### src/hw/rer_regs.vh
// Register map, field positions and timing constants of the regulator and reset sequencer
`ifndef RER_REGS_VH
`define RER_REGS_VH
// ----------------------------------------
// Register byte addresses
// ----------------------------------------
`define RER_CTRL_ADDR 12'h000
`define RER_BATT_WARN_ADDR 12'h004
`define RER_BATT_OFF_ADDR 12'h008
`define RER_BATT_CLR_ADDR 12'h00C
`define RER_BATT_LVL_ADDR 12'h010
`define RER_STATUS_ADDR 12'h014
`define RER_WDOG_ADDR 12'h018
`define RER_KICK_ADDR 12'h01C
`define RER_DATA_ADDR 12'h020
// ----------------------------------------
// Control fields
// ----------------------------------------
`define RER_CTRL_MODE_LSB 0
`define RER_CTRL_MODE_MSB 1
`define RER_CTRL_XEN_BIT 2
`define RER_CTRL_SWRST_BIT 3
`define RER_CTRL_WDEN_BIT 4
`define RER_CTRL_XMASK_LSB 8
`define RER_CTRL_XMASK_MSB 23
`define RER_CTRL_IND_LSB 24
`define RER_CTRL_IND_MSB 27
`define RER_MODE_LATCH 2'h0
`define RER_MODE_FOLLOW 2'h1
`define RER_MODE_TOGGLE 2'h2
// ----------------------------------------
// Status fields
// ----------------------------------------
`define RER_ST_REG_ON_BIT 0
`define RER_ST_WARN_BIT 1
`define RER_ST_COLD_BIT 2
`define RER_ST_DATA_OK_BIT 3
`define RER_ST_EN_SYNC_BIT 4
`define RER_ST_BATT_OFF_BIT 5
// ----------------------------------------
// Reset values and timing
// ----------------------------------------
`define RER_BATT_WARN_RST 16'h0D48
`define RER_BATT_OFF_RST 16'h0CE4
`define RER_BATT_CLR_RST 16'h0FA0
`define RER_BATT_LVL_RST 16'hFFFF
`define RER_WDOG_RST 32'hFFFFFFFF
`define RER_SETTLE_US 100
`define RER_CLK_MHZ 100
`define RER_BREAK_US 1000
`endif

### src/hw/rer_sequencer.v
// Regulator enable decoding, battery thresholds and reset merging with AHB-Lite registers
`include "rer_regs.vh"

// Functional notes
// - Latch mode: rising edge turns on permanently
// - Follow mode: rise turns on, fall off
// - Toggle mode: each rising edge flips state
// - Selected pin holds external regulator on
// - One-hot mask selects external regulator pin
// - Warn, shutdown, warn-clear battery thresholds
// - Pin, POR, break, watchdog all reset
// - In reset pins input, outputs tri-state
// - Warm reset keeps data; cold invalidates
// - Reset pulls: most low, RTS/CS high
// - Core POR with hysteresis from comparator
// - Module POR holds until supplies settle
module rer_sequencer #(
  parameter PIN_W = 16,                             // programmable pins
  parameter SETTLE_CYC = `RER_SETTLE_US * `RER_CLK_MHZ, // module POR settle time
  parameter BREAK_CYC = `RER_BREAK_US * `RER_CLK_MHZ    // serial break length
)(
  input wire hclk,                                  // bus clock
  input wire hresetn,                               // async reset, active low
  input wire hsel,                                  // slave select
  input wire [11:0] haddr,                          // byte address
  input wire [1:0] htrans,                          // transfer type
  input wire hwrite,                                // write strobe
  input wire [2:0] hsize,                           // transfer size
  input wire [31:0] hwdata,                         // write data
  input wire hready,                                // bus ready
  output wire hreadyout,                            // slave ready
  output wire hresp,                                // response, always okay
  output reg [31:0] hrdata,                         // read data
  input wire regulator_enable_input,                // enable pin from button
  input wire reset_pin_n,                           // external reset, active low
  input wire core_supply_low,                       // core supply below lower trip
  input wire core_supply_high,                      // core supply above upper trip
  input wire supplies_ok,                           // module supplies present
  input wire serial_rx,                             // serial receive pin level
  input wire [PIN_W-1:0] pin_out,                   // core pin output data
  input wire [PIN_W-1:0] pin_oe,                    // core pin output enables
  output reg regulators_on,                         // internal regulators enable
  output reg [PIN_W-1:0] programmable_pin_out,      // pin output data
  output reg [PIN_W-1:0] programmable_pin_oe,       // pin output enables
  output wire [PIN_W-1:0] weak_pulldown,            // pin pulldown enables
  output wire rts_weak_pullup,                      // request-to-send pullup
  output wire cs_weak_pullup,                       // chip-select pullup
  output wire rx_cts_weak_pulldown,                 // receive/clear-to-send pulldowns
  output wire audio_weak_pulldown,                  // audio interface pulldowns
  output wire device_reset_n                        // merged reset, active low
);
// ----------------------------------------
// Input synchronisers
// ----------------------------------------
reg [5:0] meta_q;
reg [5:0] sync_q;
reg en_prev_q;
always @(posedge hclk or negedge hresetn)
begin
  if (!hresetn)
  begin
    meta_q <= 6'h00;
    sync_q <= 6'h00;
    en_prev_q <= 1'b0;
  end
  else
  begin
    meta_q <= {reset_pin_n, serial_rx, supplies_ok, core_supply_high, core_supply_low,
               regulator_enable_input};
    sync_q <= meta_q;
    en_prev_q <= sync_q[0];
  end
end
wire en_s = sync_q[0];
wire en_rise = en_s & ~en_prev_q;
wire en_fall = ~en_s & en_prev_q;
// ----------------------------------------
// Registers
// ----------------------------------------
reg [31:0] ctrl_q;
reg [15:0] warn_q;
reg [15:0] off_q;
reg [15:0] clr_q;
reg [15:0] lvl_q;
reg [31:0] wdog_q;
reg [31:0] data_q;
reg data_ok_q;
reg cold_q;
reg warn_flag_q;
reg batt_off_q;
reg [31:0] wd_cnt_q;
reg [31:0] settle_q;
reg [31:0] brk_q;
reg core_por_q;
reg wr_q;
reg [11:0] addr_q;
wire [1:0] mode = ctrl_q[`RER_CTRL_MODE_MSB:`RER_CTRL_MODE_LSB];
wire [15:0] xmask = ctrl_q[`RER_CTRL_XMASK_MSB:`RER_CTRL_XMASK_LSB];
wire [3:0] ind_pin = ctrl_q[`RER_CTRL_IND_MSB:`RER_CTRL_IND_LSB];
wire wd_to = ctrl_q[`RER_CTRL_WDEN_BIT] && (wd_cnt_q >= wdog_q);
wire module_por = (settle_q < SETTLE_CYC);
wire brk = (brk_q >= BREAK_CYC);
// any source drops the merged reset
// Pin reset is synchronised like the other pins, so it acts two clocks late
wire in_reset = ~sync_q[5] | core_por_q | module_por | brk | wd_to;
assign device_reset_n = ~in_reset;
// ----------------------------------------
// AHB-Lite slave, zero wait states
// ----------------------------------------
assign hreadyout = 1'b1;
assign hresp = 1'b0;
wire take = hsel & hready & htrans[1];
function is_addr;
  input [11:0] a;
  input [11:0] r;
  begin
    is_addr = (a == r);
  end
endfunction
always @(posedge hclk or negedge hresetn)
begin
  if (!hresetn)
  begin
    wr_q <= 1'b0;
    addr_q <= 12'h000;
    hrdata <= 32'h00000000;
  end
  else
  begin
    wr_q <= take & hwrite;
    addr_q <= haddr;
    if (take & ~hwrite)
    begin
      if (is_addr(haddr, `RER_CTRL_ADDR))
        hrdata <= ctrl_q;
      else if (is_addr(haddr, `RER_BATT_WARN_ADDR))
        hrdata <= {16'h0000, warn_q};
      else if (is_addr(haddr, `RER_BATT_OFF_ADDR))
        hrdata <= {16'h0000, off_q};
      else if (is_addr(haddr, `RER_BATT_CLR_ADDR))
        hrdata <= {16'h0000, clr_q};
      else if (is_addr(haddr, `RER_BATT_LVL_ADDR))
        hrdata <= {16'h0000, lvl_q};
      else if (is_addr(haddr, `RER_STATUS_ADDR))
        hrdata <= {26'h0000000, batt_off_q, en_s, data_ok_q, cold_q, warn_flag_q, regulators_on};
      else if (is_addr(haddr, `RER_WDOG_ADDR))
        hrdata <= wdog_q;
      else if (is_addr(haddr, `RER_DATA_ADDR))
        hrdata <= data_ok_q ? data_q : 32'h00000000;
      else
        hrdata <= 32'h00000000;
    end
  end
end
// ----------------------------------------
// Configuration, watchdog and warm/cold state
// ----------------------------------------
always @(posedge hclk or negedge hresetn)
begin
  if (!hresetn)
  begin
    ctrl_q <= 32'h00000000;
    warn_q <= `RER_BATT_WARN_RST;
    off_q <= `RER_BATT_OFF_RST;
    clr_q <= `RER_BATT_CLR_RST;
    lvl_q <= `RER_BATT_LVL_RST;
    wdog_q <= `RER_WDOG_RST;
    data_q <= 32'h00000000;
    data_ok_q <= 1'b0;
    cold_q <= 1'b1;
    wd_cnt_q <= 32'h00000000;
  end
  else
  begin
    wd_cnt_q <= (in_reset | (wr_q & is_addr(addr_q, `RER_KICK_ADDR))) ? 32'h00000000
                : wd_cnt_q + 32'h00000001;
    // Power-on sources are cold: the cold flag sets and stored data become invalid
    if (core_por_q | module_por)
    begin
      cold_q <= 1'b1;
      data_ok_q <= 1'b0;
    end
    else if (wr_q)
    begin
      if (is_addr(addr_q, `RER_CTRL_ADDR))
        ctrl_q <= hwdata;
      else if (is_addr(addr_q, `RER_BATT_WARN_ADDR))
        warn_q <= hwdata[15:0];
      else if (is_addr(addr_q, `RER_BATT_OFF_ADDR))
        off_q <= hwdata[15:0];
      else if (is_addr(addr_q, `RER_BATT_CLR_ADDR))
        clr_q <= hwdata[15:0];
      else if (is_addr(addr_q, `RER_BATT_LVL_ADDR))
        lvl_q <= hwdata[15:0];
      else if (is_addr(addr_q, `RER_WDOG_ADDR))
        wdog_q <= hwdata;
      else if (is_addr(addr_q, `RER_DATA_ADDR))
      begin
        data_q <= hwdata;
        data_ok_q <= 1'b1;
        cold_q <= 1'b0;
      end
    end
    // Software reset bit self-clears and does not feed the merged reset
    if (ctrl_q[`RER_CTRL_SWRST_BIT] && !(wr_q && is_addr(addr_q, `RER_CTRL_ADDR)))
      ctrl_q[`RER_CTRL_SWRST_BIT] <= 1'b0;
  end
end
// ----------------------------------------
// Reset sources: POR hysteresis, settle, break
// ----------------------------------------
always @(posedge hclk or negedge hresetn)
begin
  if (!hresetn)
  begin
    core_por_q <= 1'b1;
    settle_q <= 32'h00000000;
    brk_q <= 32'h00000000;
  end
  else
  begin
    if (sync_q[1])
      core_por_q <= 1'b1;
    else if (sync_q[2])
      core_por_q <= 1'b0;
    if (!sync_q[3])
      settle_q <= 32'h00000000;
    else if (module_por)
      settle_q <= settle_q + 32'h00000001;
    if (sync_q[4])
      brk_q <= 32'h00000000;
    else if (!brk)
      brk_q <= brk_q + 32'h00000001;
  end
end
// ----------------------------------------
// Regulator enable modes and battery thresholds
// ----------------------------------------
always @(posedge hclk or negedge hresetn)
begin
  if (!hresetn)
  begin
    regulators_on <= 1'b0;
    warn_flag_q <= 1'b0;
    batt_off_q <= 1'b0;
  end
  else
  begin
    if (lvl_q <= warn_q)
      warn_flag_q <= 1'b1;
    else if (lvl_q >= clr_q)
      warn_flag_q <= 1'b0;
    batt_off_q <= (lvl_q <= off_q);
    if (lvl_q <= off_q)
      regulators_on <= 1'b0;
    else
      case (mode)
        `RER_MODE_LATCH: if (en_rise) regulators_on <= 1'b1;
        `RER_MODE_FOLLOW:
        begin
          if (en_rise)
            regulators_on <= 1'b1;
          else if (en_fall)
            regulators_on <= 1'b0;
        end
        `RER_MODE_TOGGLE: if (en_rise) regulators_on <= ~regulators_on;
        default: regulators_on <= regulators_on;
      endcase
  end
end
// ----------------------------------------
// Pin control: reset states and regulator hold pin
// ----------------------------------------
wire [PIN_W-1:0] xsel = xmask[PIN_W-1:0];
wire [PIN_W-1:0] ind_sel = {{(PIN_W-1){1'b0}}, 1'b1} << ind_pin;
wire xen = ctrl_q[`RER_CTRL_XEN_BIT];
always @(posedge hclk or negedge hresetn)
begin
  if (!hresetn)
  begin
    programmable_pin_out <= {PIN_W{1'b0}};
    programmable_pin_oe <= {PIN_W{1'b0}};
  end
  else if (in_reset)
  begin
    programmable_pin_out <= {PIN_W{1'b0}};
    programmable_pin_oe <= {PIN_W{1'b0}};
  end
  else
  begin
    // The hold pin wins over core data so the module cannot power itself off
    programmable_pin_out <= (pin_out & ~(xen ? xsel : {PIN_W{1'b0}}) & ~ind_sel)
                            | (xen ? xsel : {PIN_W{1'b0}})
                            | (warn_flag_q ? ind_sel : {PIN_W{1'b0}});
    programmable_pin_oe <= pin_oe | (xen ? xsel : {PIN_W{1'b0}}) | ind_sel;
  end
end
assign weak_pulldown = in_reset ? {PIN_W{1'b1}} : {PIN_W{1'b0}};
assign rts_weak_pullup = in_reset;
assign cs_weak_pullup = in_reset;
assign rx_cts_weak_pulldown = in_reset;
assign audio_weak_pulldown = in_reset;
endmodule

### config.mk
export PLATFORM = sky130hd
export DESIGN_NAME = rer_sequencer
export DESIGN_NICKNAME = d
export VERILOG_FILES = /design/src/hw/rer_sequencer.v
export VERILOG_INCLUDE_DIRS = /design/src /design/src/hw
export SDC_FILE = /design/constraint.sdc
export NUM_CORES = 1
export LEC_CHECK = 0
export BUFFER_PORTS_ARGS = -buffer_cell sky130_fd_sc_hd__buf_2
export CAP_MARGIN = 20
export CORE_ASPECT_RATIO = 1.5
export CORE_MARGIN = 8
export CORE_UTILIZATION = 45
export DETAILED_ROUTE_END_ITERATION = 10
export SLEW_MARGIN = 20
export SYNTH_ARGS = -nofsm -noshare
export SYNTH_HDL_FRONTEND = slang
export SYNTH_SLANG_ARGS = --single-unit
### constraint.sdc
create_clock -name hclk -period 3.2 [get_ports hclk]
set_input_delay 0.48 -clock hclk [delete_from_list [all_inputs] [get_ports hclk]]
set_output_delay 0.48 -clock hclk [all_outputs]
set_load 0.05 [all_outputs]
; After elaboration in Yosys (flattened, before gate mapping)
; Cells that the tools add are included.
[totals]
ff_bits = 352
latchBits = 0
ramBits = 0
romBits = 0
inputBits = 92
out_inout_bits = 88
elab_cells = 172
mem_count = 0
[op_classes]
n_addsub = 3
multipliers = 0
n_div = 0
order_cmp = 6
eq_ne = 28
shifts = 1
mux = 51
bitwise = 34
n_reduce_logical = 24
[op_table]
columns = cell, n
row1 = two-way mux 32 bit, 14
row2 = adder 32 x 1 -> 32 bit (second input constant), 3
row3 = two-way mux 16 bit, 5
row4 = == test 12 x 5 -> 1 bit (second input constant), 6
row5 = bitwise OR 16 bit, 4
row6 = == test 12 x 4 -> 1 bit (second input constant), 4
row7 = AND 16 bit, 2
row8 = >= comparator 32 x 17 -> 1 bit (second input constant), 1
row9 = >= comparator 32 bit, 1
row10 = less-or-equal comparator 16 bit, 2
row11 = < comparator 32 x 14 -> 1 bit (second input constant), 1
row12 = inverter 16 bit, 2
row13 = two-way mux 1 bit, 28
row14 = == test 12 x 3 -> 1 bit (second input constant), 2
row15 = == test 12 x 6 -> 1 bit (second input constant), 2
row16 = logical NOT 12 bit, 2
row17 = >= comparator 16 bit, 1
row18 = AND reduction 8 bit, 2
row19 = << shifter 1 x 4 -> 16 bit (first input constant), 1
row20 = != test 2 bit (second input constant), 7
row21 = inverter 1 bit, 13
row22 = two-way mux 4 bit, 3
row23 = nonzero test 2 bit, 6
row24 = AND reduction 9 bit, 1
row25 = other kinds (17), 34

; Depth between registers and ports, before layout
[logic_depth]
ltp_word = 10
depth_mapped = 10
mapped_depth_nobuf = 8

; Worst setup path after synthesis
; Ideal clock, no wire load.
[synth_path]
path_type = register to output
start = reg wdog_q[25]
end = out device_reset_n
arrival_ps = 2765
t_required_ps = 2720
slack_ps = -45
stages_incl_launch_ff = 11
path_buffers = 2
cell_sequence = dfstp_2 -> inv_1 -> ha_1 -> a21oi_1 -> nor2_1 -> a211oi_1 -> o31ai_1 -> or4b_4 -> buf_6 -> buf_2 -> nor2_1
[synth_via]
elab_chain_cells = 4
[synth_lines]
columns = item, line
row1 = from (decl), rer_sequencer.v:85  ; reg [31:0] wdog_q;
row2 = from (signal assigned), rer_sequencer.v:167  ; wdog_q <= `RER_WDOG_RST;
row3 = from (signal assigned), rer_sequencer.v:196  ; wdog_q <= hwdata;
row4 = >= comparator 32 bit, rer_sequencer.v:100  ; wire wd_to = ctrl_q[`RER_CTRL_WDEN_BIT] && (wd_cnt_q >= wdog_q);
row5 = logical AND 1 bit, rer_sequencer.v:100
row6 = bitwise OR 1 bit, rer_sequencer.v:105  ; wire in_reset = ~sync_q[5] | core_por_q | module_por | brk | wd_to;
row7 = inverter 1 bit, rer_sequencer.v:106  ; assign device_reset_n = ~in_reset;
row8 = to (decl), rer_sequencer.v:50  ; output wire device_reset_n
; Every way passes these cells.

; Worst setup path in the final report
[layout_path]
start = reg wdog_q[25]
end = out weak_pulldown[1]
[layout_via]
elab_chain_cells = 4
[layout_lines]
columns = item, line
row1 = >= comparator 32 bit, rer_sequencer.v:100
row2 = logical AND 1 bit, rer_sequencer.v:100
row3 = bitwise OR 1 bit, rer_sequencer.v:105
row4 = two-way mux 16 bit, rer_sequencer.v:298  ; assign weak_pulldown = in_reset ? {PIN_W{1'b1}} : {PIN_W{1'b0}};
row5 = to (decl), rer_sequencer.v:45  ; output wire [PIN_W-1:0] weak_pulldown,
; Every way passes these cells.

==> results.tsv <==
stage	metric	value	unit
die	Die Area	45800	um^2
clock_network	Reg clk slew, reported paths	60	ps
power	P per Cell Area	473	nW/um^2
setup_path	Worst R2R Start	wdog_q[31]	
synth	syn_area_per_cell	11.1	um^2
job	max cap viols	0	
routing	DRT Wirelength	49200	um
synth	post-synthesis sequential area ratio	0.506	
power	leakage	9.47	nW
timing	Tmin final	3400	ps
place	GP Congestion	0.879	
clock_network	Clock Path Buffers	3	
power	worst vdd ir	440	uV
setup_path	Crit path arrival time	2920	ps
final_layout	Storage cell area	8890	um^2
synth	Synth Net Count	1770	
clock_network	Worst-Skew Late Latency	530	ps
timing	WHS	53.0	ps
grt	antenna violations before repair	2	
grt	maximum number of pins on one net before global-route repair	85	
routing	routed length per instance	21.6	um
routing	via-per-instance ratio	5.69	
timing	RSZ-0062 raised after global routing	true	
routing	DRC Markers	0	
timing	Worst Clk Skew	26.1	ps
timing	setup TNS	-3450	ps
grt	vias in the first global route	13700	
timing	Setup-failing EPs final	21	
power	register share of total power	0.476	
setup_path	crit path from	wdog_q[25]	
final_layout	nets	1934	
power	switching power	2.44	mW
place	placed wire-length estimate	35100	um
final_layout	multi-input logic area	8010	um^2
timing	worst setup margin	-196	ps
die	Rows	88	
setup_path	CP max FO	5	
routing	initial detailed-routing violation count	849	
setup_path	end of the critical path	weak_pulldown[1]	
setup_path	CP required	2720	ps
die	core region area	38500	um^2
timing	fin crit share	1.06	
synth	synthesized area	17600	um^2
clock_network	Root Driver	clkbuf_16	
synth	dominant cell type by area after synthesis	dfrtp_1	
die	Initial Util	0.456	
synth	Yosys cell types	62	
clock_network	CTS tree	yes	
routing	Pre-antenna DRT Iters	5	
setup_path	worst reg2reg endpoint	programmable_pin_out[14]	
grt	first-pass GRT wire length	78000	um
die	die height	258	um
synth	post-synthesis instance total	1590	
timing	Final Hold Viols	0	
place	Setup WS pre-CTS	23.8	ps
clock_network	cts bufs inserted	37	
die	# IOs	180	
power	sw frac	0.249	
setup_path	crit end category	primary output	
grt	gr ovfl total	0	
power	internal power	7.35	mW
timing	pins over their slew limit	0	
setup_path	CP Class	reg -> out	
final_layout	ratio of cells with drive above 1 in the final layout	0.319	
setup_path	reg2reg setup slack	410	ps
timing	Slew @ Worst Pin	1050	ps
routing	post-route ant nets	0	
grt	GRT Total Usage	0.217	
synth	Commonest cells post-synth	285 x dfrtp_1, 166 x mux2_2, 95 x inv_1	
worst_hold_path	hold path depth	1	
run_status	failing checks	negative setup slack	
final_layout	Syn-to-layout area delta	17.9	%
setup_path	worst reg2reg path depth	10	
synth	Post-synth EDFFs	0	
synth	Primary FF master, synth	dfrtp_1	
synth	dominant cell by count in the synthesized netlist	dfrtp_1	
clock_network	clock sink count	352	
timing	Slew HR	0.297	
power	combinational power share	0.080	
synth	async set-or-reset flop fraction in the synthesized netlist	1.00	
setup_path	crit start category	register	
place	port bufs	173	
synth	synth warn	0	
power	clock network power share	0.444	
run_status	status	complete, but fails checks	
worst_hold_path	Worst Hold Class	in -> reg	
synth	Synth top area share	0.406	
timing	Max Clk Rate	294	MHz
final_layout	Fillers	3475	
routing	Vias	13000	
synth	largest cells by area after synthesis	dfrtp_1 41%, mux2_2 11%, dfstp_2 10%, ha_1 6.3%, a21oi_1 2.3%	
synth	number of synthesized register bits	352	
clock_network	H-tree depth	2	
die	Die Wd	177	um
-- worst max-delay path, cell delays in order (launching register included) --
cell	delay, ps
dfstp_2	550
inv_2	50
ha_4	210
a21oi_2	130
nor2_1	60
a211oi_2	190
o31ai_1	110
or4b_4	560
or2_4	350
buf_8	170
-- kinds of logic after synthesis --
logic type | synth area share
mux | 0.109
flops | 0.506
other cells | 0.000427
buf+inv | 0.0497
compound gates | 0.100
xor+xnor | 0.0274
simple gates | 0.144
fa+ha+maj | 0.0627
-- power by group through the flow --
stage / logic (mW) / registers, mW / clock network (mW)
floorplan: 0.210 / 4.95 / 0
global placement: 0.786 / 4.73 / 0
detailed placement: 0.793 / 4.74 / 0
CTS: 0.797 / 4.66 / 4.45
global route: 0.851 / 4.67 / 4.61
finish: 0.782 / 4.66 / 4.35
-- layer usage --
layer | vias to the layer above | global-route usage | share of wire
li1 | 6045 | - | -
met1 | 6566 | 0.252 | 0.39
met2 | 284 | 0.389 | 0.53
met3 | 87 | 0.0266 | 0.034
met4 | 0 | 0.0994 | 0.045
met5 | - | 0 | 0
-- placed cells by master (no fill, tap or decap), types with 39 or more instances in the layout --
master and n:
nand2_1 90, buf_2 151, nor2_1 74, nor3_1 53, a21oi_1 80, inv_1 91
dfrtp_1 285, mux2_2 166, dfstp_2 67, a221oi_1 40, clkbuf_16 39, nor4_1 42
ha_1 83, buf_4 41
-- through the flow --
| step | total power [mW] | utilization | cell area [um^2] | instances |
|---|---|---|---|---|
| 4_1_cts | 9.91 | 0.536 | 20700 | 2277 |
| 3_3_place_gp | 5.52 | 0.495 | 19100 | 2200 |
| 5_1_grt | 10.1 | 0.537 | 20700 | 2279 |
| 6_report | 9.79 | 0.538 | 20700 | 2280 |
| 3_5_place_dp | 5.53 | 0.495 | 19100 | 2200 |
| 2_1_floorplan | 5.16 | - | 17600 | 1590 |
-- cell type report --
cell class | count | share of cell area
flip-flops and latches | 352 | 0.429
clock buffers | 57 | 0.0538
clock inverters | 11 | 0.00526
inverters | 95 | 0.0172
diodes | 2 | 0.000242
well taps | 495 | 0.0299
repair buffers | 225 | 0.0774
multi-input cells | 1043 | 0.387
-- worst min path at each step --
stage	from	endpoint	slack (ps)
after global placement	meta_q[0]	sync_q[0]	340
final	regulator_enable_input	meta_q[0]	50
after detailed placement	meta_q[4]	sync_q[4]	340
after global routing	regulator_enable_input	meta_q[0]	30
after floorplan	hresetn	addr_q[0]	180
after CTS	regulator_enable_input	meta_q[0]	30
-- repair_timing --
item,4_1_cts,5_1_grt
setup endpoints to repair,21,21
hold buffers,1,0
hold endpoints to repair,26,0
gates resized for setup,78,15
pin swaps,17,7
buffers inserted,5,1
gates cloned,3,0
-- state kept, by name, summed over array words and instances (netlist names), 32 cells and up --
signal / count
brk_q: 32
ctrl_q: 32
data_q: 32
hrdata: 32
settle_q: 32
wd_cnt_q: 32
wdog_q: 32
(Power assumes the default switching activity.)
